$ cat src/cfs_pkg.sv
/*
 Constants for the converter fault supervisor: timing, telemetry slots,
 response codes, status bit positions and controller states.
 Assumes a 50 MHz system clock.
*/
`default_nettype none
package cfs_pkg;
	localparam int CLK_NS          = 20;
	localparam int CONV_TIME_NS    = 500000;
	localparam int REFRESH_TIME_NS = 2000000;
	localparam int CONV_CYC        = CONV_TIME_NS / CLK_NS;
	localparam int ADC_SLOTS       = REFRESH_TIME_NS / CONV_TIME_NS;
	localparam logic [1:0] Q_VIN  = 2'h0;
	localparam logic [1:0] Q_VOUT = 2'h1;
	localparam logic [1:0] Q_IOUT = 2'h2;
	localparam logic [1:0] Q_TEMP = 2'h3;
	localparam logic [2:0] AVG_MAX_LOG2 = 3'h4;
	localparam logic [1:0] RESP_SHUT    = 2'h0;
	localparam logic [1:0] RESP_RESTART = 2'h1;
	localparam int DISCH_MV    = 200;
	localparam int VOUT_LSB_MV = 1;
	localparam int DISCH_CODE  = DISCH_MV / VOUT_LSB_MV;
	localparam int SCALE_FRAC  = 8;
	localparam int ST_OCW = 0;
	localparam int ST_OCF = 1;
	localparam int ST_OVF = 2;
	localparam int ST_UVF = 3;
	localparam int ST_OTW = 4;
	localparam int ST_OTF = 5;
	localparam int ST_TSD = 6;
	localparam int ST_CTO = 7;
	typedef enum logic [1:0] {
		CFS_RUN     = 2'h0,
		CFS_DISCH   = 2'h1,
		CFS_OFF     = 2'h3,
		CFS_RESTART = 2'h2
	} cfs_state_t;
endpackage
`default_nettype wire

$ cat src/cfs_supervisor.sv
/*
 Fault supervisor and telemetry averager of a step-down converter.
 Assumes host settings, ADC and PWM strobes come from logic on sys_clk;
 only the thermal shutdown comparator is asynchronous.
*/
`timescale 1ns/10ps
`default_nettype none
module cfs_supervisor import cfs_pkg::*; #(
	parameter int DW          = 12,
	parameter int OCW         = 4,
	parameter int CONV_CYCLES = CONV_CYC
) (
	input  wire logic          sys_clk,
	input  wire logic          rst_b,
	input  wire logic [2:0]    avgLog2,
	output logic               adcStart,
	output logic [1:0]         adcSel,
	input  wire logic          adcDone,
	input  wire logic [DW-1:0] adcData,
	input  wire logic          lsSampleValid,
	input  wire logic [DW-1:0] lsCurFirst,
	input  wire logic [DW-1:0] lsCurLast,
	input  wire logic          cycleStart,
	input  wire logic [DW-1:0] hsPeakCur,
	input  wire logic [DW-1:0] ocWarnLimit,
	input  wire logic [DW-1:0] ocFaultLimit,
	input  wire logic [2:0]    ocDelay,
	input  wire logic [1:0]    ocResp,
	input  wire logic [DW-1:0] ovFaultLimit,
	input  wire logic [DW-1:0] ovWarnLimit,
	input  wire logic [DW-1:0] uvWarnLimit,
	input  wire logic [DW-1:0] uvFaultLimit,
	input  wire logic [1:0]    ovResp,
	input  wire logic [1:0]    uvResp,
	input  wire logic [2:0]    uvDelay,
	input  wire logic [7:0]    voutScale,
	input  wire logic [DW-1:0] otWarnLimit,
	input  wire logic [DW-1:0] otFaultLimit,
	input  wire logic [1:0]    otResp,
	input  wire logic          tsdPin,
	input  wire logic          tsdDisable,
	input  wire logic          outRising,
	input  wire logic          clearFaults,
	input  wire logic          restartGo,
	input  wire logic [7:0]    alertMask,
	output logic [DW-1:0]      telVin,
	output logic [DW-1:0]      telVout,
	output logic [DW-1:0]      telIout,
	output logic [DW-1:0]      telTemp,
	output logic               hsPulseEnd,
	output logic               lsForceOn,
	output logic               convOff,
	output logic               restartReq,
	output logic               powerGood,
	output logic               alert,
	output logic [7:0]         faultStatus
);
	localparam int CW = $clog2(CONV_CYCLES + 1);

	typedef struct packed {
		cfs_state_t               st;
		logic [1:0]               tsdSync;
		logic [3:0][15:0][DW-1:0] hist;
		logic [3:0][DW+3:0]       sum;
		logic [3:0][3:0]          ptr;
		logic [3:0][DW-1:0]       raw;
		logic [3:0][DW-1:0]       tel;
		logic [2:0]               avgLast;
		logic [DW-1:0]            iMean;
		logic                     hsSeen;
		logic                     hsEnd;
		logic                     contActive;
		logic                     ovRestart;
		logic [OCW-1:0]           ocCnt;
		logic [OCW-1:0]           uvCnt;
		logic                     adcBusy;
		logic                     adcStart;
		logic [1:0]               adcSel;
		logic [CW-1:0]            convCnt;
		logic                     convOff;
		logic                     lsOn;
		logic                     restartReq;
		logic                     power_good_output;
		logic                     alert;
		logic [7:0]               status;
	} cfs_regs_t;

	cfs_regs_t s;
	cfs_regs_t next_s;
	logic [1:0] rstSync;
	logic       rstN;

	function automatic logic isShut(input logic [1:0] r);
		return r == RESP_SHUT;
	endfunction
	function automatic logic isRst(input logic [1:0] r);
		return r == RESP_RESTART;
	endfunction
	// Codes above restart all mean continue operating
	function automatic logic isIgn(input logic [1:0] r);
		return r[1];
	endfunction

	always_ff @(posedge sys_clk or negedge rst_b) begin
		if (!rst_b) begin
			rstSync <= 2'h0;
		end else begin
			rstSync <= {rstSync[0], 1'b1};
		end
	end
	assign rstN = rstSync[1];

	logic [DW:0]    hsLim;
	logic           hsTrip, ocHit, ocF, ovF, uvLow, uvF, otF, otW, tsdF;
	logic           shutAny, rstAny, contAny, dischDone;
	logic [DW+7:0]  voutProd;
	assign hsLim     = {1'b0, ocFaultLimit} + (DW+1)'(ocFaultLimit >> 1);
	assign hsTrip    = {1'b0, hsPeakCur} > hsLim;
	assign ocHit     = (s.iMean > ocFaultLimit) | s.hsSeen;
	assign ocF       = s.ocCnt > OCW'(ocDelay);
	assign ovF       = s.raw[Q_VOUT] > ovFaultLimit;
	assign uvLow     = (s.raw[Q_VOUT] < uvFaultLimit) & ~outRising;
	assign uvF       = s.uvCnt > OCW'(uvDelay);
	assign otF       = s.raw[Q_TEMP] > otFaultLimit;
	assign otW       = s.raw[Q_TEMP] > otWarnLimit;
	assign tsdF      = s.tsdSync[1] & ~tsdDisable;
	assign voutProd  = s.raw[Q_VOUT] * voutScale;
	assign dischDone = int'(voutProd[DW+7:SCALE_FRAC]) <= DISCH_CODE;
	assign shutAny = (ocF & isShut(ocResp)) | (uvF & isShut(uvResp))
		| ((otF | tsdF) & isShut(otResp));
	assign rstAny  = (ocF & isRst(ocResp)) | (uvF & isRst(uvResp))
		| ((otF | tsdF) & isRst(otResp));
	assign contAny = (ocF & isIgn(ocResp)) | (uvF & isIgn(uvResp))
		| (ovF & isIgn(ovResp)) | ((otF | tsdF) & isIgn(otResp));

	always_comb begin
		logic           newValid;
		logic [DW-1:0]  newVal;
		logic [1:0]     q;
		logic [2:0]     lg;
		logic [3:0]     win, old;
		logic [DW+3:0]  nsum;
		logic [7:0]     ev;
		newValid = 1'b0;
		newVal   = s.iMean;
		q        = s.adcSel;
		lg       = (avgLog2 > AVG_MAX_LOG2) ? AVG_MAX_LOG2 : avgLog2;
		win      = 4'((5'h01) << lg);
		old      = s.ptr[q] - win;
		nsum     = '0;
		ev       = 8'h00;
		next_s   = s;
		next_s.tsdSync  = {s.tsdSync[0], tsdPin};
		next_s.adcStart = 1'b0;
		next_s.hsEnd    = hsTrip;
		next_s.hsSeen   = hsTrip | (s.hsSeen & ~cycleStart);
		if (lsSampleValid) begin
			next_s.iMean = DW'(({1'b0, lsCurFirst} + {1'b0, lsCurLast}) >> 1);
		end
		// Round robin over four slots keeps every value under the refresh bound
		if (!s.adcBusy) begin
			if (s.adcSel == Q_IOUT) begin
				newValid      = 1'b1;
				next_s.adcSel = s.adcSel + 2'h1;
			end else begin
				next_s.adcStart = 1'b1;
				next_s.adcBusy  = 1'b1;
				next_s.convCnt  = '0;
			end
		end else if (adcDone) begin
			newValid       = 1'b1;
			newVal         = adcData;
			next_s.adcBusy = 1'b0;
			next_s.adcSel  = s.adcSel + 2'h1;
		end else if (s.convCnt == CW'(CONV_CYCLES - 1)) begin
			next_s.adcBusy = 1'b0;
			next_s.adcSel  = s.adcSel + 2'h1;
			ev[ST_CTO]     = 1'b1;
		end else begin
			next_s.convCnt = s.convCnt + CW'(1);
		end
		// Window change flushes history so no stale sample enters the sum
		if (lg != s.avgLast) begin
			next_s.avgLast = lg;
			next_s.hist    = '0;
			next_s.sum     = '0;
			next_s.ptr     = '0;
		end else if (newValid) begin
			nsum = s.sum[q] + (DW+4)'(newVal) - (DW+4)'(s.hist[q][old]);
			next_s.sum[q]           = nsum;
			next_s.hist[q][s.ptr[q]] = newVal;
			next_s.ptr[q]           = s.ptr[q] + 4'h1;
			next_s.tel[q]           = DW'(nsum >> lg);
		end
		if (newValid) begin
			next_s.raw[q] = newVal;
		end
		if (cycleStart && s.st == CFS_RUN) begin
			if (ocHit) begin
				if (s.ocCnt != '1) next_s.ocCnt = s.ocCnt + OCW'(1);
			end else if (s.ocCnt != '0) begin
				next_s.ocCnt = s.ocCnt - OCW'(1);
			end
			if (!uvLow) begin
				next_s.uvCnt = '0;
			end else if (s.uvCnt != '1) begin
				next_s.uvCnt = s.uvCnt + OCW'(1);
			end
			ev[ST_OCW] = s.iMean > ocWarnLimit;
		end
		ev[ST_OCF] = ocF;
		ev[ST_OVF] = ovF;
		ev[ST_UVF] = uvF;
		ev[ST_OTW] = otW;
		ev[ST_OTF] = otF;
		ev[ST_TSD] = tsdF;
		if (clearFaults) next_s.contActive = 1'b0;
		case (s.st)
			CFS_RUN: begin
				if (ovF && !isIgn(ovResp)) begin
					next_s.st        = CFS_DISCH;
					next_s.ovRestart = isRst(ovResp) & ~s.contActive;
				end else if (shutAny) begin
					next_s.st = CFS_OFF;
				end else if (rstAny) begin
					next_s.st = s.contActive ? CFS_OFF : CFS_RESTART;
				end
				if (contAny) next_s.contActive = 1'b1;
			end
			CFS_DISCH: begin
				if (dischDone) next_s.st = s.ovRestart ? CFS_RESTART : CFS_OFF;
			end
			CFS_RESTART: begin
				if (restartGo) begin
					next_s.st         = CFS_RUN;
					next_s.ocCnt      = '0;
					next_s.uvCnt      = '0;
					next_s.contActive = 1'b0;
				end
			end
			default: begin
				if (clearFaults) begin
					next_s.st         = CFS_RUN;
					next_s.ocCnt      = '0;
					next_s.uvCnt      = '0;
					next_s.contActive = 1'b0;
				end
			end
		endcase
		next_s.convOff    = next_s.st != CFS_RUN;
		next_s.lsOn       = next_s.st == CFS_DISCH;
		next_s.restartReq = next_s.st == CFS_RESTART;
		next_s.power_good_output      = (next_s.st == CFS_RUN) & ~outRising
			& (s.raw[Q_VOUT] > uvWarnLimit) & (s.raw[Q_VOUT] < ovWarnLimit);
		// Set wins over a clear in the same cycle
		next_s.status     = (s.status & ~{8{clearFaults}}) | ev;
		next_s.alert      = |(next_s.status & ~alertMask);
	end

	always_ff @(posedge sys_clk or negedge rstN) begin
		if (!rstN) begin
			s <= '0;
		end else begin
			s <= next_s;
		end
	end

	assign adcStart    = s.adcStart;
	assign adcSel      = s.adcSel;
	assign telVin      = s.tel[Q_VIN];
	assign telVout     = s.tel[Q_VOUT];
	assign telIout     = s.tel[Q_IOUT];
	assign telTemp     = s.tel[Q_TEMP];
	assign hsPulseEnd  = s.hsEnd;
	assign lsForceOn   = s.lsOn;
	assign convOff     = s.convOff;
	assign restartReq  = s.restartReq;
	assign powerGood   = s.power_good_output;
	assign alert       = s.alert;
	assign faultStatus = s.status;
endmodule // cfs_supervisor
`default_nettype wire

$ cat config.mk
export PLATFORM = sky130hd
export DESIGN_NAME = cfs_supervisor
export DESIGN_NICKNAME = d
export VERILOG_FILES = /design/src/cfs_pkg.sv /design/src/cfs_supervisor.sv
export SDC_FILE = /design/constraint.sdc
export NUM_CORES = 2
export LEC_CHECK = 0
export ABC_AREA = 1
export BUFFER_PORTS_ARGS = -buffer_cell sky130_fd_sc_hd__buf_2
export CAP_MARGIN = 25
export CORE_MARGIN = 4
export CORE_UTILIZATION = 62
export CTS_BUF_LIST = sky130_fd_sc_hd__clkbuf_4 sky130_fd_sc_hd__clkbuf_8 sky130_fd_sc_hd__clkbuf_16
export DETAILED_ROUTE_END_ITERATION = 8
export PLACE_DENSITY_LB_ADDON = 0.2
export SLEW_MARGIN = 20
export SYNTH_ARGS = -nofsm -noshare
export SYNTH_HDL_FRONTEND = slang
export SYNTH_SLANG_ARGS = --single-unit
export TNS_END_PERCENT = 1
$ cat constraint.sdc
create_clock -name sys_clk -period 41 [get_ports sys_clk]
set_clock_uncertainty 0.2 [all_clocks]
set_input_delay 6.15 -clock sys_clk [delete_from_list [all_inputs] [get_ports sys_clk]]
set_output_delay 6.15 -clock sys_clk [all_outputs]
set_load 0.05 [all_outputs]
## After elaboration in Yosys (flattened, before gate mapping)

Cells that the tools add are included.

| cells by class | value |
|---|---|
| muxes and demuxes | 70 |
| reductions and logical operators | 20 |
| add/sub/neg operators | 11 |
| order comparisons | 18 |
| multipliers | 1 |
| equal/unequal tests | 17 |
| bitwise gates (word level) | 37 |
| shift operators | 2 |

Operators with widths:

| operator | count |
|---|---|
| $mux 848 | 2 |
| $bwmux 768 | 1 |
| $bmux 192 s2 | 1 |
| $demux 192 s2 | 1 |
| $mux 192 | 2 |
| $bwmux 48 | 2 |
| $gt 12x12->1 | 6 |
| $bwmux 64 | 1 |
| $mux 12 | 5 |
| $bmux 12 s4 | 1 |
| $demux 12 s4 | 1 |
| $mux 15 | 3 |
| $bmux 16 s2 | 1 |
| $demux 16 s2 | 1 |
| $mux 16 | 2 |
| $mux 4 | 7 |
| $demux 12 s2 | 1 |
| $lt 12x12->1 | 2 |
| $mux 8 | 3 |
| $mul 12x8->20 | 1 |
| $mux 2 | 10 |
| $and 1x1->1 | 17 |
| $mux 1 | 17 |
| $mux 17 | 1 |
| 47 further kinds | 87 |

| word-level totals | value |
|---|---|
| output and inout bits | 65 |
| logic and storage cells | 277 |
| register bits | 1,009 |
| input port bits | 187 |

## Logic depth before layout (Yosys ltp)

| logic depth | value |
|---|---|
| depth after elaboration | 13 |
| mapped depth | 36 |
| depth with buffers taken out | 32 |

## Worst setup path before layout

No wires, ideal clock.

| timing | value |
|---|---|
| kind | input to register |
| from | input port avgLog2[0] |
| to | register s, in the netlist telTemp[9] |
| library setup time | 118 ps |
| slack | 30,370 ps |
| path buffers | 3 |
| data required time | 40,682 ps |
| stages | 27 |
| arrival time | 10,312 ps |
| cell sequence | inv_2 -> nor2_4 -> inv_2 -> clkbuf_1 -> nor2_1 -> fa_1 -> inv_1 -> clkbuf_1 -> buf_1 -> nand3_1 -> nand3_1 -> nand3_1 -> nand2_1 -> fa_1 -> inv_1 -> ha_1 -> a21oi_1 -> o21a_1 -> nand3_1 -> a21o_1 -> or2_2 -> nand2_1 -> nand2_1 -> nand3_1 -> nand3_1 -> nand3_1 -> nand2_1 |

| between the ends | value |
|---|---|
| cells in the longest elaborated chain, start to end | 9 |
| elaborated cells on any way between the ends | 12 |
| those cells by class | add/sub: 2; order compare: 1; eq/ne: 1; shift: 2; mux: 4; bitwise: 1; reduce/logical: 1 |

Ends and longest elaborated chain:

| item | line | text |
|---|---|---|
| from (decl) | cfs_supervisor.sv:15 | `input wire logic [2:0] avgLog2,` |
| $gt 3x3->1 | cfs_supervisor.sv:147 | `lg = (avgLog2 > AVG_MAX_LOG2) ? AVG_MAX_LOG2 : avgLog2;` |
| $mux 3 (*) | cfs_supervisor.sv:147 |  |
| $shl 1x3->4 | cfs_supervisor.sv:148 | `win = 4'((5'h01) << lg);` |
| $sub 4x4->4 | cfs_supervisor.sv:149 | `old = s.ptr[q] - win;` |
| $bmux 12 s4 | cfs_supervisor.sv:189 | `nsum = s.sum[q] + (DW+4)'(newVal) - (DW+4)'(s.hist[q][old]);` |
| $mux 12 (not written as such) | cfs_supervisor.sv:189 |  |
| $sub 16x12->16 | cfs_supervisor.sv:189 |  |
| $shr 16x3->12 | cfs_supervisor.sv:193 | `next_s.tel[q] = DW'(nsum >> lg);` |
| $bwmux 48 | cfs_supervisor.sv:193 |  |
| to (signal assigned) | cfs_supervisor.sv:264 | `s <= next_s;` |
| to (decl) | cfs_supervisor.sv:88 | `cfs_regs_t s;` |

Mark *: on every way between the ends. The rest lies on a longest branch, timed or not. The select of a mux whose other input is x is not followed.
A chain may end at the register's enable or synchronous reset.

## Final worst setup path

| timing | value |
|---|---|
| from | input port avgLog2[2] |
| to | register s, in the netlist telTemp[9] |

Same word-level chain as after synthesis.

==> results.tsv <==
stage	metric	value	unit
logic_synthesis	unique cell type count in the Yosys netlist	58	
logic_synthesis	Commonest cells post-synth	1242 x sky130_fd_sc_hd__inv_1, 985 x sky130_fd_sc_hd__dfrtp_1, 806 x sky130_fd_sc_hd__o22ai_1	
die	placeable core region	85550	sq um
logic_synthesis	library cell with the largest summed area after synthesis	sky130_fd_sc_hd__dfrtp_1	
placed_design	number of cells in the design after placement	7393	
grt	maximum number of pins on one net before global-route repair	215	
min_path	Hold Crit Start	next_s[1004]	
detailed_routing	post-route DRC violation count	0	
detailed_routing	Detail Route Antenna Nets	0	
logic_synthesis	fraction of synthesis flops using an asynchronous set or reset pin	100.0	%
clock_network	number of buffers added by the clock tree synthesis step	105	
logic_synthesis	Yosys warning total	0	
timing	minimum clock period after layout	11700	ps
placed_design	global placer's final weighted congestion	0.9985	
timing	setup repair after global routing missed its margin	no	
die	area of the die	91330	sq um
grt	number of antenna violations at the first check in global routing	4	
power_and_ir_drop	power per cell area	89.83	nW/um^2
detailed_routing	met3 WL post-DR	21220	um
clock_network	number of buffers inserted to repair setup after CTS	0	
die	initial core utilization	62.73	%
timing	Worst-Margin Slew	1171	ps
logic_synthesis	post-synthesis area per instance	8.304	sq um
worst_setup_path	reg2reg start	adcSel[1]	
clock_network	H-tree depth	3	
worst_setup_path	Worst Setup Start Kind	primary input	
clock_network	clock latency at the later pin of the worst-skew pair	690	ps
worst_setup_path	Crit path depth	26	
detailed_routing	detail-routed net length per standard cell	22.46	um
timing	final hold violation count	0	
detailed_routing	total routed wirelength	170800	um
detailed_routing	top routing layer used	met4	
worst_setup_path	Bufs and invs on worst path	6	
logic_synthesis	total standard cell area after synthesis	53670	sq um
detailed_routing	Detail Route met2 WL	74280	um
logic_synthesis	instance count of the mapped netlist	6463	
clock_network	clock tree root buffer cell	sky130_fd_sc_hd__clkbuf_16	
die	horizontal extent of the die	302.2	um
worst_setup_path	CP Data Arrival Time	12070	ps
detailed_routing	TritonRoute pass-1 iters	7	
worst_setup_path	type of element capturing the critical path	flip-flop	
placed_design	post-detailed-placement half-perimeter wirelength	109600	um
flow_run	Maximum Capacitance Violations	0	
logic_synthesis	number of enable-type register cells in the synthesized netlist	0	
die	Vert. Die Dim	302.2	um
logic_synthesis	sequential cell area fraction in the yosys report	45.93	%
worst_setup_path	slowest stage cell on the critical path	sky130_fd_sc_hd__xnor2_1	
status	run status	completed	
logic_synthesis	cell with the most instances after synthesis	sky130_fd_sc_hd__inv_1	
power_and_ir_drop	Leak Pwr	0.02671	uW
logic_synthesis	largest cells by area after synthesis	sky130_fd_sc_hd__dfrtp_1 46%, sky130_fd_sc_hd__o22ai_1 9.4%, sky130_fd_sc_hd__inv_1 8.7%, sky130_fd_sc_hd__o21ai_0 5.2%, sky130_fd_sc_hd__a21oi_1 4.9%	
timing	part of the cycle the worst path needs	28.54	%
clock_network	total of cells resized after clock tree synthesis	0	
worst_setup_path	Largest delay share family, worst path	simple AND/OR/NAND/NOR gates	
clock_network	total clock sinks	985	
layout	Non-Filler Instances	7602	
worst_setup_path	largest stage delay on the critical path	580	ps
min_path	worst hold path type	reg2reg	
min_path	Worst Hold Path EP	s[1004]	
detailed_routing	routed vias	47880	
logic_synthesis	Yosys top cell area share	45.93	%
placed_design	# port buffers	251	
clock_network	Clock Tree Buf Depth	3	
worst_setup_path	count of cells along the worst register-to-register path	29	
die	count of boundary I/O pins	252	
clock_network	clock-pin slew of the registers on the worst-case setup and hold paths	60	ps
worst_setup_path	CP Max Fanout	49	
logic_synthesis	count of state elements after synthesis	985	
layout	Syn-to-layout area delta	8.885	%
detailed_routing	detailed-route vias per instance	6.299	
logic_synthesis	Top FF cell, synth	sky130_fd_sc_hd__dfrtp_1	
detailed_routing	drt first-iter violations	6452	
grt	global route overflow	0	
worst_setup_path	capture instance of the worst register-to-register path	telTemp[9]	
worst_setup_path	slack of the worst reg-to-reg path	32790	ps
worst_setup_path	critical path class	in2reg	
timing	final number of max-transition violations	0	
die	number of core rows	107	
worst_setup_path	library cell appearing most often on the critical path	sky130_fd_sc_hd__nand3_1	
clock_network	clock tree from TritonCTS	done	
detailed_routing	DRT met1 WL	67410	um
timing	Slew headroom	21.92	%
grt	vias in the first global route	45740	
min_path	number of cells on the worst hold path	0	
layout	number of nets in the layout	6830	
power_and_ir_drop	VDD IR-drop max	0.09263	mV
timing	Highest Clock Rate	85.47	MHz
logic_synthesis	Net Count, Synth	6927	
timing	setup violation total in the final timing report	0	
layout	layout cells sized above 1	9.622	%
grt	GRT Total Usage	36.76	%
clock_network	# hold bufs at CTS	0	
worst_setup_path	endpoint required time on the critical path	41370	ps
timing	Final TNS setup	0	ps
grt	first-pass GRT wire length	263400	um
-- logic make-up (layout without fill, tap and decap cells) --
kind of cell    after synthesis  in the layout  synth area share, %
compound gates             2053           2053                21.48
xor+xnor                     41             41               0.6831
fa+ha+maj                   277            277                7.493
buf+inv                    1794           1785                13.55
flops                       985            985                45.93
other cells                   1              5             0.006987
simple gates               1312           1312                10.86
-- registers in the layout, summed over array words and instances (netlist names), 2 cells and up --
register     count
adcSel           2
faultStatus      8
rstSync          2
s              917
telIout         12
telTemp         12
telVin          12
telVout         12
-- cells in the final DEF, fill, tap and decap left out, types with 5 or more instances in the layout --
cell	n
sky130_fd_sc_hd__bufinv_16	13
sky130_fd_sc_hd__o211ai_1	9
sky130_fd_sc_hd__o21ai_2	11
sky130_fd_sc_hd__clkbuf_8	23
sky130_fd_sc_hd__nor2_1	104
sky130_fd_sc_hd__clkinv_2	17
sky130_fd_sc_hd__o31ai_1	5
sky130_fd_sc_hd__nand3_1	469
sky130_fd_sc_hd__fa_1	73
sky130_fd_sc_hd__inv_1	1241
sky130_fd_sc_hd__inv_6	5
sky130_fd_sc_hd__dfrtp_1	982
sky130_fd_sc_hd__clkbuf_16	108
sky130_fd_sc_hd__ha_1	201
sky130_fd_sc_hd__xnor2_1	17
sky130_fd_sc_hd__xor2_1	21
sky130_fd_sc_hd__inv_2	31
sky130_fd_sc_hd__a21o_1	9
sky130_fd_sc_hd__nand4_1	21
sky130_fd_sc_hd__nand2_1	636
sky130_fd_sc_hd__nand2_4	14
sky130_fd_sc_hd__o21ai_1	80
sky130_fd_sc_hd__nor3_1	18
sky130_fd_sc_hd__nor2_2	18
sky130_fd_sc_hd__nand2_2	9
sky130_fd_sc_hd__nor2_4	7
sky130_fd_sc_hd__o21ai_0	560
sky130_fd_sc_hd__a211oi_1	6
sky130_fd_sc_hd__o2111ai_1	6
sky130_fd_sc_hd__o22ai_1	806
sky130_fd_sc_hd__buf_4	47
sky130_fd_sc_hd__clkbuf_4	21
sky130_fd_sc_hd__buf_12	7
sky130_fd_sc_hd__a21oi_1	526
sky130_fd_sc_hd__a31oi_1	7
sky130_fd_sc_hd__buf_2	251
-- metal layers --
layer	GRT usage, %	vias to the layer above
met5	0	-
met4	15.89	0
met1	51.28	23070
met3	10.55	549
met2	54.10	2874
li1	-	21390
-- stage by stage --
stage                     cell area, sq um  total power (uW)  setup slack [ps]  utilization (%)  hold WS [ps]
after CTS                            58230              5158             29210            68.07         151.1
after detailed placement             54430              4113             28530            63.62         137.3
final                                58440              5249             29300            68.31         148.4
after global placement               54430              4082             28570            63.62         134.7
after global routing                 58430              5588             28940            68.30         152.5
after floorplan                      53670              3235             11310                -         131.2
-- power by group --
part / switching (uW) / leakage, uW / internal, uW
clock: 415 / 0.00191 / 622
combinational: 2220 / 0.0112 / 868
sequential: 79.8 / 0.0136 / 1040
total: 2710 / 0.0267 / 2540
-- final cells by class --
cell class              count  area (sq um)
diodes                      4         10.01
clock inverters            43         626.9
repair buffers            312          1877
flip-flops and latches    985         24660
clock buffers             152          3177
fillers                  6931         27110
multi-input cells        3684         21840
inverters                1278          4815
well taps                1144          1431
-- how the worst max path moves through the flow --
| stage | endpoint | start | slack, ps |
|---|---|---|---|
| after detailed placement | telIout[10] | avgLog2[2] | 28530 |
| after global placement | telIout[10] | avgLog2[2] | 28570 |
| after floorplan | adcSel[0] | rstSync[1] | 11310 |
| after CTS | telTemp[9] | avgLog2[2] | 29210 |
| after global routing | telIout[9] | avgLog2[2] | 28940 |
| final | telTemp[9] | avgLog2[2] | 29300 |
(Power assumes the default switching activity.)
